[src/verilog/gpsc_defs.svh]
// Constants of the pipe sync control block
`ifndef GPSC_DEFS_SVH
`define GPSC_DEFS_SVH
// ==========================================================
// Register byte offsets
`define GPSC_CMD_OFF     8'h00
`define GPSC_IMM_LO_OFF  8'h04
`define GPSC_IMM_HI_OFF  8'h08
`define GPSC_STATUS_OFF  8'h0C
`define GPSC_PIXLO_OFF   8'h10
`define GPSC_PIXHI_OFF   8'h14
`define GPSC_TIMLO_OFF   8'h18
`define GPSC_TIMHI_OFF   8'h1C
`define GPSC_CONFIG_OFF  8'h20
// ==========================================================
// Command field positions
`define GPSC_B_STALL     0
`define GPSC_B_DSTALL    1
`define GPSC_B_WFLUSH    2
`define GPSC_B_DFLUSH    3
`define GPSC_B_ROINV     4
`define GPSC_B_VFINV     5
`define GPSC_B_IRQ       6
`define GPSC_B_MEMVIS    7
`define GPSC_B_OP        8
// ==========================================================
// Limits and reset values
`define GPSC_MAX_OUT     4'h8
`define GPSC_MAX_OUT_A   4'h7
`define GPSC_CFG_RESET   32'h00000000
`endif

[src/verilog/gpsc_pkg.sv]
// Types of the pipe sync control block
package gpsc_pkg;
  typedef enum logic [1:0] {GPSC_OP_NONE, GPSC_OP_IMM, GPSC_OP_PIX, GPSC_OP_TIME} gpsc_op_t;
  typedef enum {GPSC_IDLE, GPSC_DRAIN, GPSC_FLUSH, GPSC_WRITE, GPSC_DONE} gpsc_state_t;
  typedef struct packed {
    logic       stall;
    logic       dstall;
    logic       wflush;
    logic       dflush;
    logic       roinv;
    logic       vfinv;
    logic       irq;
    logic       memvis;
    gpsc_op_t   op;
    logic [63:0] imm;
  } gpsc_cmd_t;
endpackage

[src/verilog/gpsc_queue_if.sv]
// Carrier between sync queue and control
`timescale 1ns/1ps
interface gpsc_queue_if;
  import gpsc_pkg::*;
  logic      push;
  gpsc_cmd_t push_cmd;
  logic      pop;
  logic      head_valid;
  gpsc_cmd_t head_cmd;
  logic [3:0] count;
  modport ctrl (output push, push_cmd, pop, input head_valid, head_cmd, count);
  modport queue (input push, push_cmd, pop, output head_valid, head_cmd, count);
endinterface

[src/verilog/gpsc_top.sv]
// Pipe sync control: parse stall, outstanding sync tracking, flush and post-sync write
//
// Decided for this implementation: the register offsets and the AHB-Lite register port.
`timescale 1ns/1ps
`include "gpsc_defs.svh"
module gpsc_top import gpsc_pkg::*; #(
  parameter int DEPTH = 8
) (
  // Clock and reset
  input  wire logic        clock,
  input  wire logic        rst_n,
  // AHB-Lite slave
  input  wire logic        hsel,
  input  wire logic [31:0] haddr,
  input  wire logic [1:0]  htrans,
  input  wire logic        hwrite,
  input  wire logic [2:0]  hsize,
  input  wire logic [31:0] hwdata,
  input  wire logic        hready,
  output logic      [31:0] hrdata,
  output logic             hreadyout,
  output logic             hresp,
  // Pipe status from the render pipe
  input  wire logic        pipe_busy,
  input  wire logic        ro_reads_pending,
  input  wire logic        nonblend_reads_pending,
  input  wire logic        media_busy,
  input  wire logic        depth_tests_pending,
  input  wire logic        pixel_visible_inc,
  input  wire logic        topology_change,
  input  wire logic        flush_ack,
  input  wire logic        context_save,
  // Cache and pipe controls
  output logic             ro_cache_inv,
  output logic             vf_cache_inv,
  output logic             index_cache_flush,
  output logic             render_flush_req,
  output logic             depth_flush_req,
  output logic             depth_stall_hold,
  output logic             parse_stall,
  output logic             skip_ptr_restore,
  // Memory write port
  output logic             mem_wr_valid,
  output logic      [63:0] mem_wr_data,
  input  wire logic        mem_wr_ready,
  // Completion
  output logic             sync_irq
);
  gpsc_queue_if qi ();
  gpsc_sync_queue #(.DEPTH(DEPTH)) u_queue (.clock(clock), .rst_n(rst_n), .q(qi.queue));

  function automatic logic [3:0] gpsc_limit(input logic media, input logic rev_a);
    gpsc_limit = media ? 4'h1 : (rev_a ? `GPSC_MAX_OUT_A : `GPSC_MAX_OUT);
  endfunction

  // ==========================================================
  // AHB-Lite slave
  logic        aph_wr_reg;
  logic [7:0]  aph_addr_reg;
  logic        cmd_go;
  logic [31:0] imm_lo_reg;
  logic [31:0] imm_hi_reg;
  logic [31:0] config_reg;
  logic [63:0] pix_cnt_reg;
  logic [63:0] time_cnt_reg;
  logic        fence_open_reg;
  gpsc_state_t st_reg;
  logic [31:0] rd_next;
  logic        xfer;
  logic        media_sel;
  logic        rev_a;

  assign xfer      = hsel & hready & htrans[1];
  assign media_sel = config_reg[0];
  assign rev_a     = config_reg[1];
  // Software may only issue when the parser is not stalled
  assign cmd_go    = aph_wr_reg & (aph_addr_reg == `GPSC_CMD_OFF);

  // Address phase capture
  always_ff @(posedge clock) begin
    if (!rst_n) begin
      aph_wr_reg   <= 1'b0;
      aph_addr_reg <= 8'h00;
    end else if (hready) begin
      aph_wr_reg   <= xfer & hwrite;
      aph_addr_reg <= xfer ? haddr[7:0] : 8'h00;
    end
  end

  // No bus wait: hreadyout stays high and hresp stays low, even for a command write while parsing is stalled
  always_ff @(posedge clock) begin
    if (!rst_n) begin
      hreadyout <= 1'b1;
      hresp     <= 1'b0;
    end else begin
      hreadyout <= 1'b1;
      hresp     <= 1'b0;
    end
  end

  // Data registers written by software
  always_ff @(posedge clock) begin
    if (!rst_n) begin
      imm_lo_reg <= 32'h00000000;
      imm_hi_reg <= 32'h00000000;
      config_reg <= `GPSC_CFG_RESET;
    end else if (aph_wr_reg) begin
      case (aph_addr_reg)
        `GPSC_IMM_LO_OFF: imm_lo_reg <= hwdata;
        `GPSC_IMM_HI_OFF: imm_hi_reg <= hwdata;
        `GPSC_CONFIG_OFF: config_reg <= {29'h0, hwdata[2:0]};
        default: ;
      endcase
    end
  end

  // Read mux
  always_comb begin
    case (haddr[7:0])
      `GPSC_STATUS_OFF: rd_next = {22'h0, fence_open_reg, ro_reads_pending, parse_stall, 3'h0, qi.count};
      `GPSC_PIXLO_OFF:  rd_next = pix_cnt_reg[31:0];
      `GPSC_PIXHI_OFF:  rd_next = pix_cnt_reg[63:32];
      `GPSC_TIMLO_OFF:  rd_next = time_cnt_reg[31:0];
      `GPSC_TIMHI_OFF:  rd_next = time_cnt_reg[63:32];
      `GPSC_CONFIG_OFF: rd_next = config_reg;
      default:          rd_next = 32'h00000000;
    endcase
  end

  always_ff @(posedge clock) begin
    if (!rst_n) begin
      hrdata <= 32'h00000000;
    end else if (xfer & ~hwrite) begin
      hrdata <= rd_next;
    end
  end

  // ==========================================================
  // Command parse and outstanding limit
  gpsc_cmd_t new_cmd;
  always_comb begin
    new_cmd        = '0;
    new_cmd.stall  = hwdata[`GPSC_B_STALL];
    new_cmd.dstall = hwdata[`GPSC_B_DSTALL];
    new_cmd.wflush = hwdata[`GPSC_B_WFLUSH];
    new_cmd.dflush = hwdata[`GPSC_B_DFLUSH];
    new_cmd.roinv  = hwdata[`GPSC_B_ROINV];
    new_cmd.vfinv  = hwdata[`GPSC_B_VFINV];
    new_cmd.irq    = hwdata[`GPSC_B_IRQ];
    new_cmd.memvis = hwdata[`GPSC_B_MEMVIS];
    new_cmd.op     = gpsc_op_t'(hwdata[`GPSC_B_OP +: 2]);
    new_cmd.imm    = {imm_hi_reg, imm_lo_reg};
  end

  assign qi.push     = cmd_go & ~parse_stall;
  assign qi.push_cmd = new_cmd;

  // Parse stall: at limit, or a stalling command still outstanding
  logic stall_cmd_open_reg;
  always_ff @(posedge clock) begin
    if (!rst_n) begin
      stall_cmd_open_reg <= 1'b0;
    end else if (qi.push & new_cmd.stall) begin
      stall_cmd_open_reg <= 1'b1;
    end else if (qi.count == 4'h0) begin
      stall_cmd_open_reg <= 1'b0;
    end
  end

  always_ff @(posedge clock) begin
    if (!rst_n) begin
      parse_stall <= 1'b0;
    end else begin
      parse_stall <= ((qi.count + {3'h0, qi.push} - {3'h0, qi.pop}) >= gpsc_limit(media_sel, rev_a))
                     | (qi.push & new_cmd.stall) | (stall_cmd_open_reg & (qi.count > {3'h0, qi.pop}));
    end
  end

  // Depth stall holds later primitives from a depth-stall sync until the sync queue is empty
  logic dstall_pending_reg;
  always_ff @(posedge clock) begin
    if (!rst_n) begin
      dstall_pending_reg <= 1'b0;
      depth_stall_hold   <= 1'b0;
    end else begin
      if (qi.push & new_cmd.dstall) begin
        dstall_pending_reg <= 1'b1;
      end else if (qi.count == 4'h0) begin
        dstall_pending_reg <= 1'b0;
      end
      depth_stall_hold <= (qi.push & new_cmd.dstall) | (dstall_pending_reg & (qi.count != 4'h0));
    end
  end

  // ==========================================================
  // Free running time counter and visible pixel event counter, both cleared only by reset
  always_ff @(posedge clock) begin
    if (!rst_n) begin
      pix_cnt_reg  <= 64'h0000000000000000;
      time_cnt_reg <= 64'h0000000000000000;
    end else begin
      time_cnt_reg <= time_cnt_reg + 64'h0000000000000001;
      if (pixel_visible_inc) begin
        pix_cnt_reg <= pix_cnt_reg + 64'h0000000000000001;
      end
    end
  end

  // Index cache flush at every topology change
  always_ff @(posedge clock) begin
    if (!rst_n) begin
      index_cache_flush <= 1'b0;
    end else begin
      index_cache_flush <= topology_change;
    end
  end

  // ==========================================================
  // Retire engine for the oldest outstanding sync
  gpsc_cmd_t h;
  logic      drained;
  assign h = qi.head_cmd;
  assign drained = ~pipe_busy & ~depth_tests_pending & ~nonblend_reads_pending
                   & (~media_sel | ~media_busy);

  assign qi.pop = (st_reg == GPSC_DONE);

  always_ff @(posedge clock) begin
    if (!rst_n) begin
      st_reg <= GPSC_IDLE;
    end else begin
      case (st_reg)
        GPSC_IDLE:  if (qi.head_valid) begin
          st_reg <= GPSC_DRAIN;
        end
        GPSC_DRAIN: if (drained & ~ro_reads_pending) begin
          st_reg <= (h.wflush | h.dflush | h.memvis) ? GPSC_FLUSH : (h.op != GPSC_OP_NONE ? GPSC_WRITE : GPSC_DONE);
        end
        GPSC_FLUSH: if (flush_ack) begin
          st_reg <= (h.op != GPSC_OP_NONE) ? GPSC_WRITE : GPSC_DONE;
        end
        GPSC_WRITE: if (mem_wr_valid & mem_wr_ready) begin
          st_reg <= GPSC_DONE;
        end
        GPSC_DONE:  st_reg <= GPSC_IDLE;
        default:    st_reg <= GPSC_IDLE;
      endcase
    end
  end

  // Fence status: open while any non-blend read is outstanding
  always_ff @(posedge clock) begin
    if (!rst_n) begin
      fence_open_reg <= 1'b0;
    end else begin
      fence_open_reg <= nonblend_reads_pending;
    end
  end

  // Cache flush requests
  always_ff @(posedge clock) begin
    if (!rst_n) begin
      render_flush_req <= 1'b0;
      depth_flush_req  <= 1'b0;
    end else begin
      render_flush_req <= (st_reg == GPSC_FLUSH) & (h.wflush | h.memvis) & ~flush_ack;
      depth_flush_req  <= (st_reg == GPSC_FLUSH) & h.dflush & ~flush_ack;
    end
  end

  // Invalidate pulses once read-only accesses have drained
  logic inv_fire;
  assign inv_fire = (st_reg == GPSC_DRAIN) & drained & ~ro_reads_pending;
  always_ff @(posedge clock) begin
    if (!rst_n) begin
      ro_cache_inv <= 1'b0;
      vf_cache_inv <= 1'b0;
    end else begin
      ro_cache_inv <= inv_fire & h.roinv;
      vf_cache_inv <= inv_fire & h.vfinv;
    end
  end

  // Pointer restore suppression after invalidate before context save
  always_ff @(posedge clock) begin
    if (!rst_n) begin
      skip_ptr_restore <= 1'b0;
    end else if (inv_fire & (h.roinv | h.vfinv)) begin
      skip_ptr_restore <= 1'b1;
    end else if (context_save) begin
      skip_ptr_restore <= 1'b0;
    end
  end

  // Post-sync write: value sampled at the moment the write starts
  logic wr_start;
  assign wr_start = ((st_reg == GPSC_DRAIN) & drained & ~ro_reads_pending & ~(h.wflush | h.dflush | h.memvis)
                    & (h.op != GPSC_OP_NONE)) | ((st_reg == GPSC_FLUSH) & flush_ack & (h.op != GPSC_OP_NONE));
  always_ff @(posedge clock) begin
    if (!rst_n) begin
      mem_wr_valid <= 1'b0;
      mem_wr_data  <= 64'h0000000000000000;
    end else if (wr_start) begin
      mem_wr_valid <= 1'b1;
      case (h.op)
        GPSC_OP_IMM: mem_wr_data <= h.imm;
        GPSC_OP_PIX: mem_wr_data <= pix_cnt_reg;
        default:     mem_wr_data <= time_cnt_reg;
      endcase
    end else if (mem_wr_ready) begin
      mem_wr_valid <= 1'b0;
    end
  end

  // Completion interrupt pulse
  always_ff @(posedge clock) begin
    if (!rst_n) begin
      sync_irq <= 1'b0;
    end else begin
      sync_irq <= qi.pop & h.irq & config_reg[2];
    end
  end

  chk_limit_kept: assert property (@(posedge clock) disable iff (!rst_n)
    qi.count <= `GPSC_MAX_OUT) else $error("too many outstanding syncs");
  chk_media_one: assert property (@(posedge clock) disable iff (!rst_n)
    media_sel & (qi.count == 4'h1) & !qi.pop |=> parse_stall) else $error("media pipe not limited");
  chk_ro_inv_safe: assert property (@(posedge clock) disable iff (!rst_n)
    $rose(ro_cache_inv) |-> !$past(ro_reads_pending)) else $error("invalidate while reads pending");
  chk_nowrite_none: assert property (@(posedge clock) disable iff (!rst_n)
    st_reg == GPSC_WRITE |-> h.op != GPSC_OP_NONE) else $error("write without op");
  chk_flush_before: assert property (@(posedge clock) disable iff (!rst_n)
    (st_reg == GPSC_FLUSH) & !flush_ack |=> st_reg != GPSC_DONE) else $error("done before flush");
  chk_drain_end: assert property (@(posedge clock) disable iff (!rst_n)
    $rose(st_reg == GPSC_DONE) |-> !$past(pipe_busy) | (h.wflush | h.dflush | h.memvis | h.op != GPSC_OP_NONE))
    else $error("retired while busy");
  chk_time_runs: assert property (@(posedge clock) disable iff (!rst_n)
    $past(rst_n) |-> time_cnt_reg == $past(time_cnt_reg) + 64'h1) else $error("time counter stuck");
  chk_topo_flush: assert property (@(posedge clock) disable iff (!rst_n)
    topology_change |=> index_cache_flush) else $error("index cache not flushed");
endmodule

[src/verilog/gpsc_sync_queue.sv]
// In-order queue of outstanding sync commands
`timescale 1ns/1ps
module gpsc_sync_queue import gpsc_pkg::*; #(
  parameter int DEPTH = 8
) (
  // Clock and reset
  input wire logic   clock,
  input wire logic   rst_n,
  // Queue side
  gpsc_queue_if.queue q
);
  gpsc_cmd_t  mem_reg [DEPTH];
  logic [2:0] wr_reg;
  logic [2:0] rd_reg;
  logic [3:0] cnt_reg;

  // Storage and pointers; entries leave oldest first
  always_ff @(posedge clock) begin
    if (!rst_n) begin
      wr_reg  <= 3'h0;
      rd_reg  <= 3'h0;
      cnt_reg <= 4'h0;
    end else begin
      if (q.push) begin
        mem_reg[wr_reg] <= q.push_cmd;
        wr_reg <= wr_reg + 3'h1;
      end
      if (q.pop) begin
        rd_reg <= rd_reg + 3'h1;
      end
      cnt_reg <= cnt_reg + {3'h0, q.push} - {3'h0, q.pop};
    end
  end

  assign q.head_valid = (cnt_reg != 4'h0);
  assign q.head_cmd   = mem_reg[rd_reg];
  assign q.count      = cnt_reg;
endmodule

[config.mk]
export PLATFORM = sky130hd
export DESIGN_NAME = gpsc_top
export DESIGN_NICKNAME = d
export VERILOG_FILES = /design/src/verilog/gpsc_pkg.sv /design/src/verilog/gpsc_queue_if.sv /design/src/verilog/gpsc_top.sv /design/src/verilog/gpsc_sync_queue.sv
export VERILOG_INCLUDE_DIRS = /design/src /design/src/verilog
export SDC_FILE = /design/constraint.sdc
export NUM_CORES = 1
export LEC_CHECK = 0
export BUFFER_PORTS_ARGS = -buffer_cell sky130_fd_sc_hd__buf_2
export CORE_MARGIN = 1.5
export CORE_UTILIZATION = 47
export CTS_CLUSTER_SIZE = 16
export DETAILED_ROUTE_END_ITERATION = 7
export GPL_ROUTABILITY_DRIVEN = 0
export GPL_TIMING_DRIVEN = 0
export HOLD_SLACK_MARGIN = 0.15
export PLACE_DENSITY = 0.64
export SETUP_SLACK_MARGIN = 0.1
export SKIP_CTS_REPAIR_TIMING = 1
export SYNTH_ARGS = -nofsm -noshare
export SYNTH_HDL_FRONTEND = slang
export SYNTH_HIERARCHICAL = 1
export SYNTH_SLANG_ARGS = --single-unit
[constraint.sdc]
create_clock -name clock -period 7.2 [get_ports clock]
set_input_delay 1.44 -clock clock [delete_from_list [all_inputs] [get_ports clock]]
set_output_delay 1.44 -clock clock [all_outputs]
set_load 0.01 [all_outputs]
==> qor.yml <==
synth:
  netlist_area_um2: 37300
  syn-num-nets: 2825
  netlist_instances: 2717
  syn_avg_cell_area_um2: 13.7
  yosys_warnings: 6
clocking:
  clk_path_buf_depth: 3
  path_clk_slew_ps: 60
  tritoncts: "yes"
  cts_root_buffer: "clkbuf_16"
  htreeDepth: 3
  cts_buffers: 92
  clk_latency_ps: 680
  cts.sinks: 905
grt:
  antenna_found_initial: 1
  grt_usage: 0.271
  grt_start_max_net_pins: 25
  globalRouteOverflowTotal: 0
  grt_pass1_wl_um: 162000
  first_global_vias: 24500
sta:
  finalCriticalPeriod_ps: 5670
  tightest_slew_ps: 1270
  setup_violations: 0
  slew_viol_final: 0
  timing.fmax_ghz: 0.176
  post-route-period-util: 0.787
  rsz0062_at_grt: "no"
  hold_violations: 0
  worst_slew_margin_rel: 0.148
  worst_clock_skew_ps: 43.3
drt:
  wl_per_cell_um: 26.8
  drc_errors: 1
  postRouteWirelength_um: 111000
  viasPerCell: 6.15
  via_count: 25400
  antenna_left: 0
  drtPass1Iterations: 8
  detail_route.iter0.violations: 3157
setup_path:
  critPathCaptureType: "flop"
  path_max_fanout: 10
  worstSetupPathType: "reg2reg"
  crit_top_cell: "clkbuf_1"
  path_buf_inv: 5
  required_ps: 7780
  cpPeakStageDelay_ps: 750
  path_cells: "buf_2, clkbuf_1, mux4_2, mux2_2, nor3_1, nand4_1, a21oi_1, clkbuf_1, clkbuf_1, clkbuf_1, o2111ai_1, o21ai_0"
  path_delay_family: "buffers and inverters"
  cp.arrival_ps: 6250
  slowest_stage: "clkbuf_1"
  startpoint_type: "flop"
die:
  coreArea_um2: 78700
  rows: 103
  io_pins: 192
  die_area_um2: 81100
  fp.dieH_um: 285
  start_util: 0.474
  die_w_um: 285
outcome:
  violations: "DRC"
  status: "complete, but fails checks"
finish:
  largest_register_ffs: 576
  utilization: 0.551
  area_growth_pct: 16.2
  diodes: 0
  layout-drive-gt1-share: 0.207
  nets: 3108
min_path:
  hp-class: "reg2reg"
place:
  io_buffers: 159
  dp_hpwl_um: 80200
power:
  p_total_w: 0.0107
  ir_drop_mv: 0.245
  p_leak_nw: 14.1
  power_density_nw_per_um2: 247
job:
  drv_cap: 0
==> final timing paths <==
check | startpoint | slack (ps) | endpoint | cells after the start
worst min-delay path | mem_wr_data[23] | 460 | mem_wr_data[23] | 2
worst max-delay path | flop | 1530 | mem_wr_data[61] | 12
worst min register to register | mem_wr_data[23] | 460 | mem_wr_data[23] | 2
worst max register to register | flop | 1530 | mem_wr_data[61] | 12
==> worst reg2reg max path, delay by kind of cell (launching register included) <==
| kind | cells | cell delay (ps) |
|---|---|---|
| buffers and inverters | 5 | 2630 |
| AO/OA/AOI/OAI | 3 | 1130 |
| multiplexers | 2 | 780 |
| AND/OR/NAND/NOR | 2 | 570 |
| flip-flops | 1 | 460 |
==> layout make-up <==
class / count / area [µm²]
repair buffers: 189 / 1420
flip-flops and latches: 905 / 23900
inverters: 27 / 101
clock buffers: 116 / 2570
clock inverters: 57 / 657
plain buffers: 194 / 857
well taps: 1050 / 1310
fillers: 6335 / 35400
multi-input cells: 1591 / 12600
==> per-stage QoR <==
stage          cell area (µm²)  setup slack, ps  hold slack [ps]  instances  TNS (ps)
2_1_floorplan            37300             1590              432       2717         0
3_3_place_gp             39400            -2720              444       3926  -1412660
3_5_place_dp             40100             1840              448       3956         0
4_1_cts                  43400             1760              458       4129         0
5_1_grt                  43400             1330              474       4129         0
6_report                 43400             1530              455       4129         0
==> cell usage in the layout, fill, tap and decap left out, types with 11 or more instances in the layout <==
master	count
edfxtp_1	576
dfxtp_1	329
nand2_1	328
mux4_2	175
buf_2	165
clkbuf_1	158
a21oi_1	135
nor2_1	135
o21ai_0	100
a22oi_1	97
clkbuf_16	97
mux2_2	72
o2111ai_1	65
nand3_1	59
nand4_1	55
xor2_1	48
or3_1	35
inv_1	26
xnor2_1	26
or4_1	26
and3_1	25
buf_1	24
clkinv_2	23
ha_1	22
nor4_1	21
nor3_1	19
o31ai_1	17
and2_1	16
buf_6	15
nor2b_1	15
buf_12	15
nand2b_1	14
and4_1	11
mux2i_1	11
bufinv_16	11
==> metal layers <==
layer  track usage  share of wire  up-vias
met5             0              0        -
met2         0.431           0.47     1264
li1              -              -    11000
met4         0.123          0.051        0
met3        0.0526          0.083      297
met1         0.362           0.40    12800
==> where the power goes <==
part           leakage [nW]  total (W)  switching, W  internal (W)
registers              7.97    0.00548    0.00000926       0.00547
logic                  4.60   0.000183      0.000133     0.0000492
clock network          1.58    0.00503       0.00208       0.00295
Note: power is estimated with default switching activity, not from simulation.
